<file path="src/qd_defs.svh">
// constants of the quadrature decoder: counts, register ids, timing
`ifndef QD_DEFS_SVH
`define QD_DEFS_SVH

`define QD_NUM_LINES 8
`define QD_NUM_PAIRS 4
`define QD_LINE_W 3
`define QD_PAIR_W 2

`define QD_FEAT_QUAD 8'h0a

`define QD_REG_ENABLE 4'h0
`define QD_REG_SELECT 4'h1
`define QD_REG_OPTIONS 4'h2
`define QD_REG_INDEX_CTRL 4'h3
`define QD_REG_INDEX_LINE 4'h4
`define QD_REG_CONFIG_C 4'h5
`define QD_REG_CONFIG_D 4'h6
`define QD_REG_POSITION 4'h7
`define QD_REG_ERRORS 4'h8
`define QD_REG_POS_FLOAT 4'h9
`define QD_REG_POS_CLEAR 4'ha
`define QD_REG_CAPTURE_HI 4'hb

`define QD_IDX_OFF 2'h0
`define QD_IDX_ON 2'h1
`define QD_IDX_ONESHOT 2'h3

`define QD_RST_ENABLE 1'b0
`define QD_RST_SELECT 8'h00
`define QD_RST_INDEX_CTRL 2'h0
`define QD_RST_INDEX_LINE 8'h00
`define QD_RST_COUNT 32'h0000_0000
`define QD_RST_ERRORS 32'h0000_0000

`define QD_SVC_TIME_NS 14000
`define QD_CLK_MHZ 50
`define QD_SVC_CYCLES ((`QD_SVC_TIME_NS * `QD_CLK_MHZ) / 1000)
`define QD_SVC_W 10

`endif

</file>
<file path="src/qd_pkg.sv">
// types shared by the quadrature decoder files
`include "qd_defs.svh"
package qd_pkg;
   typedef struct packed {
      logic rd;
      logic wr;
      logic [`QD_LINE_W-1:0] line;
      logic [3:0] sel;
      logic [31:0] wdata;
   } qd_req_t;

   typedef struct packed {
      logic valid;
      logic [31:0] data;
   } qd_rsp_t;

   typedef enum logic [0:0] {SVC_IDLE, SVC_BUSY} qd_svc_t;
endpackage : qd_pkg

</file>
<file path="src/qd_quadrature_decoder.sv">
// quadrature decoder with index reset and per-line registers
`include "qd_defs.svh"
`timescale 1ns/1ns
`default_nettype none
module qd_quadrature_decoder
   import qd_pkg::*;
(
   input wire logic clk,
   input wire logic srst,
   input wire logic [`QD_NUM_LINES-1:0] line_pin,
   input wire logic stream_mode,
   input wire qd_req_t req,
   output qd_rsp_t rsp,
   output logic [15:0] capture_hi
);
   localparam logic [`QD_SVC_W-1:0] SVC_LAST =
      `QD_SVC_W'(`QD_SVC_CYCLES - 1);

   logic [`QD_NUM_LINES-1:0] line_s;

   logic en_ff [`QD_NUM_LINES];
   logic [7:0] select_ff [`QD_NUM_LINES];
   logic [1:0] ictl_ff [`QD_NUM_LINES];
   logic [7:0] iline_ff [`QD_NUM_LINES];

   logic [31:0] count_ff [`QD_NUM_PAIRS];
   logic [31:0] err_ff [`QD_NUM_PAIRS];
   logic [31:0] err_snap_ff [`QD_NUM_PAIRS];
   logic [1:0] last_ff [`QD_NUM_PAIRS];
   logic act_d_ff [`QD_NUM_PAIRS];
   logic armed_ff [`QD_NUM_PAIRS];
   qd_svc_t svc_ff [`QD_NUM_PAIRS];
   logic [`QD_SVC_W-1:0] svc_cnt_ff [`QD_NUM_PAIRS];

   logic pair_act [`QD_NUM_PAIRS];
   logic pair_start [`QD_NUM_PAIRS];
   logic pair_rise [`QD_NUM_PAIRS];
   logic pair_zero [`QD_NUM_PAIRS];
   logic pair_clear [`QD_NUM_PAIRS];
   logic pair_capture [`QD_NUM_PAIRS];
   logic [1:0] pair_step [`QD_NUM_PAIRS];

   logic [31:0] rd_val;
   logic rd_int;
   logic [`QD_PAIR_W-1:0] rd_pair;
   logic rd_even;
   logic [31:0] pos_float;

   // step code from previous to current {b,a}: 01 up, 10 down, 11 lost
   function automatic logic [1:0] qd_step(input logic [1:0] prev,
                                          input logic [1:0] cur);
      logic [1:0] nxt_up;
      nxt_up = 2'h0;
      case (prev)
         2'h0: nxt_up = 2'h1;
         2'h1: nxt_up = 2'h3;
         2'h3: nxt_up = 2'h2;
         2'h2: nxt_up = 2'h0;
         default: nxt_up = 2'h0;
      endcase
      if (cur == prev) begin
         qd_step = 2'h0;
      end else if (cur == nxt_up) begin
         qd_step = 2'h1;
      end else if (cur == ~nxt_up) begin
         qd_step = 2'h2;
      end else begin
         qd_step = 2'h3;
      end
   endfunction : qd_step

   // level of the chosen index line; out-of-range numbers read low
   function automatic logic qd_index_high(input logic [7:0] num,
                                          input logic [`QD_NUM_LINES-1:0] lv);
      if (num[7:`QD_LINE_W] != '0) begin
         qd_index_high = 1'b0;
      end else begin
         qd_index_high = lv[num[`QD_LINE_W-1:0]];
      end
   endfunction : qd_index_high

   qd_sync u_sync (
      .clk(clk),
      .srst(srst),
      .async_in(line_pin),
      .sync_out(line_s)
   );

   qd_int_to_float u_float (
      .value(count_ff[rd_pair]),
      .result(pos_float)
   );

   // per-line configuration; result registers take no writes
   always_ff @(posedge clk) begin
      if (srst) begin
         for (int i = 0; i < `QD_NUM_LINES; i++) begin
            en_ff[i] <= `QD_RST_ENABLE;
            select_ff[i] <= `QD_RST_SELECT;
            ictl_ff[i] <= `QD_RST_INDEX_CTRL;
            iline_ff[i] <= `QD_RST_INDEX_LINE;
         end
      end else if (req.wr) begin
         case (req.sel)
            `QD_REG_ENABLE: en_ff[req.line] <= req.wdata[0];
            `QD_REG_SELECT: select_ff[req.line] <= req.wdata[7:0];
            `QD_REG_INDEX_CTRL: ictl_ff[req.line] <= req.wdata[1:0];
            `QD_REG_INDEX_LINE: iline_ff[req.line] <= req.wdata[7:0];
            default: ;
         endcase
      end
   end

   genvar p;
   generate
      for (p = 0; p < `QD_NUM_PAIRS; p++) begin : g_pair
         localparam int EV = 2 * p;
         localparam int OD = 2 * p + 1;
         logic [1:0] cur;
         logic [1:0] mode;

         // even line phase a in bit 0, odd line phase b in bit 1
         assign cur = {line_s[OD], line_s[EV]};
         assign mode = ictl_ff[EV];
         assign pair_act[p] = en_ff[EV] & en_ff[OD] &
            (select_ff[EV] == `QD_FEAT_QUAD) &
            (select_ff[OD] == `QD_FEAT_QUAD);
         assign pair_rise[p] = pair_act[p] & ~act_d_ff[p];
         // a change is taken only when no service is running
         assign pair_start[p] = pair_act[p] & act_d_ff[p] &
            (svc_ff[p] == SVC_IDLE) & (cur != last_ff[p]);
         assign pair_step[p] = qd_step(last_ff[p], cur);
         assign pair_zero[p] = pair_start[p] &
            qd_index_high(iline_ff[EV], line_s) &
            ((mode == `QD_IDX_ON) |
             ((mode == `QD_IDX_ONESHOT) & armed_ff[p]));
         assign pair_clear[p] = req.rd & (req.sel == `QD_REG_POS_CLEAR) &
            (req.line == `QD_LINE_W'(EV)) & pair_act[p];
         assign pair_capture[p] = req.rd & (req.line == `QD_LINE_W'(EV)) &
            ((req.sel == `QD_REG_POSITION) |
             (req.sel == `QD_REG_POS_FLOAT) |
             (req.sel == `QD_REG_POS_CLEAR));

         always_ff @(posedge clk) begin
            if (srst) begin
               act_d_ff[p] <= 1'b0;
            end else begin
               act_d_ff[p] <= pair_act[p];
            end
         end

         // service window: further changes wait until it ends, so a
         // double change shows as a skipped state, a triple can hide
         always_ff @(posedge clk) begin
            if (srst | ~pair_act[p]) begin
               svc_ff[p] <= SVC_IDLE;
               svc_cnt_ff[p] <= '0;
            end else begin
               case (svc_ff[p])
                  SVC_IDLE: begin
                     if (pair_start[p]) begin
                        svc_ff[p] <= SVC_BUSY;
                        svc_cnt_ff[p] <= '0;
                     end
                  end
                  SVC_BUSY: begin
                     if (svc_cnt_ff[p] == SVC_LAST) begin
                        svc_ff[p] <= SVC_IDLE;
                     end else begin
                        svc_cnt_ff[p] <= svc_cnt_ff[p] + 1'b1;
                     end
                  end
                  default: svc_ff[p] <= SVC_IDLE;
               endcase
            end
         end

         always_ff @(posedge clk) begin
            if (srst) begin
               last_ff[p] <= 2'h0;
            end else if (pair_rise[p] | pair_start[p]) begin
               last_ff[p] <= cur;
            end
         end

         // position: clears on enable, reset-read and index
         always_ff @(posedge clk) begin
            if (srst | pair_rise[p]) begin
               count_ff[p] <= `QD_RST_COUNT;
            end else if (pair_clear[p]) begin
               count_ff[p] <= `QD_RST_COUNT;
            end else if (pair_zero[p]) begin
               count_ff[p] <= `QD_RST_COUNT;
            end else if (pair_start[p] & (pair_step[p] == 2'h1)) begin
               count_ff[p] <= count_ff[p] + 32'h1;
            end else if (pair_start[p] & (pair_step[p] == 2'h2)) begin
               count_ff[p] <= count_ff[p] - 32'h1;
            end
         end

         always_ff @(posedge clk) begin
            if (srst | pair_rise[p]) begin
               err_ff[p] <= `QD_RST_ERRORS;
            end else if (pair_start[p] & (pair_step[p] == 2'h3)) begin
               err_ff[p] <= err_ff[p] + 32'h1;
            end
         end

         always_ff @(posedge clk) begin
            if (srst | pair_rise[p]) begin
               err_snap_ff[p] <= `QD_RST_ERRORS;
            end else if (pair_capture[p]) begin
               err_snap_ff[p] <= err_ff[p];
            end
         end

         // rearm beats consumption in the same cycle
         always_ff @(posedge clk) begin
            if (srst) begin
               armed_ff[p] <= 1'b0;
            end else if (pair_rise[p] | pair_clear[p]) begin
               armed_ff[p] <= 1'b1;
            end else if (pair_zero[p] & (mode == `QD_IDX_ONESHOT)) begin
               armed_ff[p] <= 1'b0;
            end
         end
      end
   endgenerate

   // read mux; odd lines and idle pairs give zero results
   always_comb begin
      rd_val = 32'h0;
      rd_int = 1'b0;
      rd_pair = req.line[`QD_LINE_W-1:1];
      rd_even = ~req.line[0] & pair_act[rd_pair];
      case (req.sel)
         `QD_REG_ENABLE: rd_val = {31'h0, en_ff[req.line]};
         `QD_REG_SELECT: rd_val = {24'h0, select_ff[req.line]};
         `QD_REG_INDEX_CTRL: rd_val = {30'h0, ictl_ff[req.line]};
         `QD_REG_INDEX_LINE: rd_val = {24'h0, iline_ff[req.line]};
         `QD_REG_POSITION, `QD_REG_POS_CLEAR: begin
            rd_int = 1'b1;
            if (rd_even) begin
               rd_val = count_ff[rd_pair];
            end
         end
         `QD_REG_ERRORS: begin
            rd_int = 1'b1;
            if (rd_even) begin
               rd_val = err_snap_ff[rd_pair];
            end
         end
         `QD_REG_POS_FLOAT: begin
            if (rd_even) begin
               rd_val = pos_float;
            end
         end
         `QD_REG_CAPTURE_HI: rd_val = {16'h0, capture_hi};
         default: rd_val = 32'h0;
      endcase
   end

   // answer one cycle after the read
   always_ff @(posedge clk) begin
      if (srst) begin
         rsp <= '0;
      end else begin
         rsp.valid <= req.rd;
         if (req.rd & stream_mode & rd_int) begin
            rsp.data <= {16'h0, rd_val[15:0]};
         end else if (req.rd) begin
            rsp.data <= rd_val;
         end
      end
   end

   // upper half kept for the separate capture read
   always_ff @(posedge clk) begin
      if (srst) begin
         capture_hi <= 16'h0;
      end else if (req.rd & rd_int) begin
         capture_hi <= rd_val[31:16];
      end
   end
endmodule : qd_quadrature_decoder
`default_nettype wire

</file>
<file path="src/qd_sync.sv">
// two-stage synchroniser for the input lines
`include "qd_defs.svh"
`timescale 1ns/1ns
`default_nettype none
module qd_sync
   import qd_pkg::*;
(
   input wire logic clk,
   input wire logic srst,
   input wire logic [`QD_NUM_LINES-1:0] async_in,
   output logic [`QD_NUM_LINES-1:0] sync_out
);
   logic [`QD_NUM_LINES-1:0] meta_ff;

   // first stage feeds only the second
   always_ff @(posedge clk) begin
      if (srst) begin
         meta_ff <= '0;
         sync_out <= '0;
      end else begin
         meta_ff <= async_in;
         sync_out <= meta_ff;
      end
   end
endmodule : qd_sync
`default_nettype wire

</file>
<file path="src/qd_int_to_float.sv">
// signed 32-bit integer to single precision converter
`timescale 1ns/1ns
`default_nettype none
module qd_int_to_float
   import qd_pkg::*;
(
   input wire logic [31:0] value,
   output logic [31:0] result
);
   logic sign;
   logic [31:0] mag;
   logic [31:0] norm;
   logic [4:0] msb;
   logic [7:0] expo;
   logic rnd;
   logic [31:0] body;

   // round to nearest even; above 2^24 the float loses counts
   always_comb begin
      sign = value[31];
      mag = sign ? (32'h0 - value) : value;
      msb = 5'h00;
      for (int i = 0; i < 32; i++) begin
         if (mag[i]) begin
            msb = 5'(i);
         end
      end
      norm = mag << (5'd31 - msb);
      expo = 8'h7f + {3'h0, msb};
      rnd = norm[7] & ((|norm[6:0]) | norm[8]);
      body = {1'b0, expo, norm[30:8]} + {31'h0, rnd};
      if (mag == 32'h0) begin
         result = 32'h0;
      end else begin
         result = {sign, body[30:0]};
      end
   end
endmodule : qd_int_to_float
`default_nettype wire

</file>
<file path="config.mk">
export PLATFORM = sky130hd
export DESIGN_NAME = qd_quadrature_decoder
export DESIGN_NICKNAME = d
export VERILOG_FILES = /design/src/qd_pkg.sv /design/src/qd_quadrature_decoder.sv /design/src/qd_sync.sv /design/src/qd_int_to_float.sv
export VERILOG_INCLUDE_DIRS = /design/src /design/src/src
export SDC_FILE = /design/constraint.sdc
export NUM_CORES = 2
export LEC_CHECK = 0
export BUFFER_PORTS_ARGS = -buffer_cell sky130_fd_sc_hd__buf_2
export CORE_ASPECT_RATIO = 1.2
export CORE_MARGIN = 3
export CORE_UTILIZATION = 50
export DETAILED_ROUTE_END_ITERATION = 10
export PLACE_DENSITY = 0.74
export SYNTH_ARGS = -nofsm -noshare
export SYNTH_HDL_FRONTEND = slang
export SYNTH_HIERARCHICAL = 1
export SYNTH_SLANG_ARGS = --single-unit
</file>
<file path="constraint.sdc">
create_clock -name clk -period 21.2 [get_ports clk]
set_input_delay 4.24 -clock clk [delete_from_list [all_inputs] [get_ports clk]]
set_output_delay 4.24 -clock clk [all_outputs]
set_load 0.01 [all_outputs]
</file>
==> summary.md <==
| Metric | Value |
|---|---|
| Flop pwr share | `44.3%` |
| Cell Count, Final, Fillers Out | `5,461` |
| Gr busiest metal | `met2` |
| Number of max-cap violations | `0` |
| Largest net degree at the start of global routing | `65` |
| Leak | `around 15 nW` |
| Slew @ Worst Pin | `1207 ps` |
| Largest cells by area after synthesis | `edfxtp_1 (41%), and2_1 (4.3%), mux4_2 (4.0%)` |
| Synthesized Nets | `between 4,000 and 5,000` |
| Distinct cells, synth | `121` |
| Final Max Slew Viols | `0` |
| Clock Latency Late Sink | `640 ps` |
| Clk buf depth | `3` |
| Net switching power | `~1.0 mW` |
| PostCTS Resize Cnt | `0` |
| Layout cell share with drive strength beyond 1 | `11.69%` |
| Worst Path Arrival | `roughly 13,000 ps` |
| F_max | `between 0.08 and 0.09 GHz` |
| Req. time, crit path | `around 22,000 ps` |
| Layout Skew | `between 40 and 50 ps` |
| Synth Flop Type | `edfxtp_1` |
| Average wire per standard cell | `25.39 um` |
| Die height | `326.8 um` |
| Peak VDD IR | `between 50 and 60 uV` |
| Starting density of the core | `roughly half` |
| Crit-path cells | `buf_4 > mux4_2 > inv_1 > ha_1 > nor4b_1 > nand3_1 > or4_1 > a211o_1 > and2_4 > a211oi_4 > o21ai_4 > buf_4 > inv_4 > mux2i_1 > mux2_1 > nand2b_1 > a32oi_1 > o2111ai_1 > or3_1 > or3_1 > o41a_1 > nand2_1 > nand2_1 > a22o_2` |
| Setup Buffers After CTS | `0` |
| Detailed Place HPWL | `approximately 100,000 um` |
| Post-route minimum period | `12,470 ps` |
| TritonCTS Buffers | `71` |
| Hold WC Path Type | `register to register` |
| Grt met2 use | `46.01%` |
| Setup Crit Path Kind | `primary input to register` |
| Crit-path slowest cell | `nor4b_1` |
| Nets | `4,343` |
| M1 GR Usage | `approximately two fifths` |
| First-pass GRT wire length | `209,200 um` |
| TritonCTS Sinks | `661` |
| FFs w/ async S/R, synth | `0%` |
| GRT Total Usage | `30.38%` |
| # port buffers | `76` |
| Final GP Congestion | `around 1` |
| Die Wd | `273.3 um` |
| Largest area contributor in the netlist | `edfxtp_1` |
| Critical path's largest stage delay | `830 ps` |
| Post-Synthesis Cell Area | `42,880 um2` |
| Status | `finished with violations` |
| Violated checks | `design-rule violations` |
| Core Rows | `117` |
| Vias in the first global route | `33,930` |
| DRC viols | `2` |
| Crit. End Element | `register` |
| Unrepaired setup endpoints after global routing | `false` |
| Clock tree root driver cell | `clkbuf_16` |
| # setup viols final | `0` |
| Core area | `84,910 um2` |
| Avg Cell Area, Syn | `just under 10 um2` |
| Reg clk slew, reported paths | `60 ps` |
| Ports | `101` |
| Overflow after GRT | `0` |
| Fin util | `54.80%` |
| Vias per cell | `approximately 6.7` |
| Synth warnings | `6` |
| Final worst path period share | `between 50% and 60%` |
| Clock H-tree levels | `3` |
| CTS tree | `yes` |
| Crit-path max FO | `33` |
| DR iter-0 viols | `5,222` |
| Hold_buf cts | `0` |
| Synth-to-layout area growth | `8.500%` |
| Cells after Synth | `4,352` |
| Comb pwr share | `about 18%` |
| Critical path's top delay family | `simple AND/OR/NAND/NOR gates` |
| Clock share of power | `37.8%` |
| Switching Share | `29.98%` |
| First-pass DRT Iterations | `11` |
| Via count | `around 37,000` |
| Fin Setup TNS | `0 ps` |
| Pwr dens | `74.27 nW/um2` |
| Setup ws final | `approximately 8700 ps` |
| Routed Antenna Nets | `0` |
| Initial antenna violation count | `4` |
| Drt total wl | `138,600 um` |
| Post-synth top area share | `41.46%` |
| Slew margin rel. | `about a fifth` |
| Register area share after synthesis | `44.68%` |
| Dpl ws | `8344 ps` |
| Placed insts | `5,328` |
| Die area | `89,320 um2` |
| Number of synthesized flops with an enable pin | `592` |
| Worst path buffer plus inverter count | `4` |
| FF+latch count, synth | `661` |
| GR Util met3 | `6.347%` |
| Hold Fails Final Rpt | `0` |
| Setup crit start kind | `primary input` |
| Most frequent cell after synthesis | `edfxtp_1` |
| Internal | `2.419 mW` |
| Synth top cells by count | `edfxtp_1 (592), nor2_1 (441), nand2_1 (356)` |
==> state kept, by name, summed over array words and instances, names as in the netlist, 33 cells and up <==
name	flops
select_ff	64
err_snap_ff	128
count_ff	128
rsp	33
svc_cnt_ff	40
iline_ff	64
err_ff	128
==> logic make-up after synthesis <==
group | share of synthesized area [%]
xor+xnor | 4.432
fa+ha+maj | 0.5836
mux | 6.650
compound gates | 15.44
simple gates | 24.50
buf+inv | 3.717
flops | 44.68
==> cells in the final DEF (no fill, tap or decap), types with 24 or more instances in the layout <==
cell type / instances
edfxtp_1: 592
nand2_1: 356
nor2b_1: 29
clkbuf_16: 72
nor2_1: 440
nand3_1: 207
or3_1: 80
a21oi_1: 113
o211ai_1: 31
nor3_1: 112
a22oi_1: 82
mux2i_1: 70
dfxtp_1: 69
inv_1: 96
xnor2_1: 118
or2_2: 29
a211oi_1: 24
and4_1: 27
mux4_2: 77
or4_1: 36
xor2_1: 99
o221ai_1: 54
a221oi_1: 64
buf_2: 74
mux2_2: 34
o22ai_1: 53
o21ai_0: 116
buf_4: 65
and2_1: 292
o22a_1: 25
o21a_1: 39
nor4_1: 58
nand4_1: 93
and3_1: 76
==> routing by layer <==
metal	routed length, um	share of wire [%]	up-vias
li1	-	-	16450
met1	52650	38	17660
met2	62000	45	2073
met3	14080	10	438
met4	9914	7.2	0
met5	0	0	-
==> final cells by class <==
| type | count | area (um2) |
|---|---|---|
| diodes | 4 | 10.01 |
| clock inverters | 42 | 531.8 |
| fillers | 7245 | 38380 |
| well taps | 1130 | 1414 |
| inverters | 100 | 377.9 |
| clock buffers | 87 | 1878 |
| multi-input cells | 3297 | 22290 |
| flip-flops and latches | 661 | 19160 |
| repair buffers | 140 | 869.6 |
==> worst paths after layout <==
path / from / to / slack [ps] / cells past startpoint
hold / removal: u_sync/meta_ff[0] / u_sync/sync_out[0] / 440 / 1
setup / recovery: req[38] / rsp[27] / 8730 / 24
setup reg to reg: count_ff[1][0] / rsp[27] / 12220 / 23
hold reg to reg: u_sync/meta_ff[0] / u_sync/sync_out[0] / 440 / 1
==> power by group through the flow <==
| stage | Combinational (mW) | Clock (mW) | Sequential, mW |
|---|---|---|---|
| 2_1_floorplan | 0.422 | 0 | 1.52 |
| 3_3_place_gp | 0.596 | 0 | 1.55 |
| 6_report | 0.619 | 1.31 | 1.53 |
| 4_1_cts | 0.596 | 1.32 | 1.53 |
| 5_1_grt | 0.651 | 1.37 | 1.53 |
| 3_5_place_dp | 0.594 | 0 | 1.55 |
==> metrics by stage <==
step                      instance area (um2)  hold WS [ps]  power [mW]
after detailed placement                44100         434.7       2.147
after floorplan                         42880         413.8       1.943
final                                   46520         442.7       3.455
after global placement                  44100         427.1       2.147
after global routing                    46510         463.1       3.553
after CTS                               46510         449.3       3.442
Note: power is estimated with default switching activity, not from simulation.
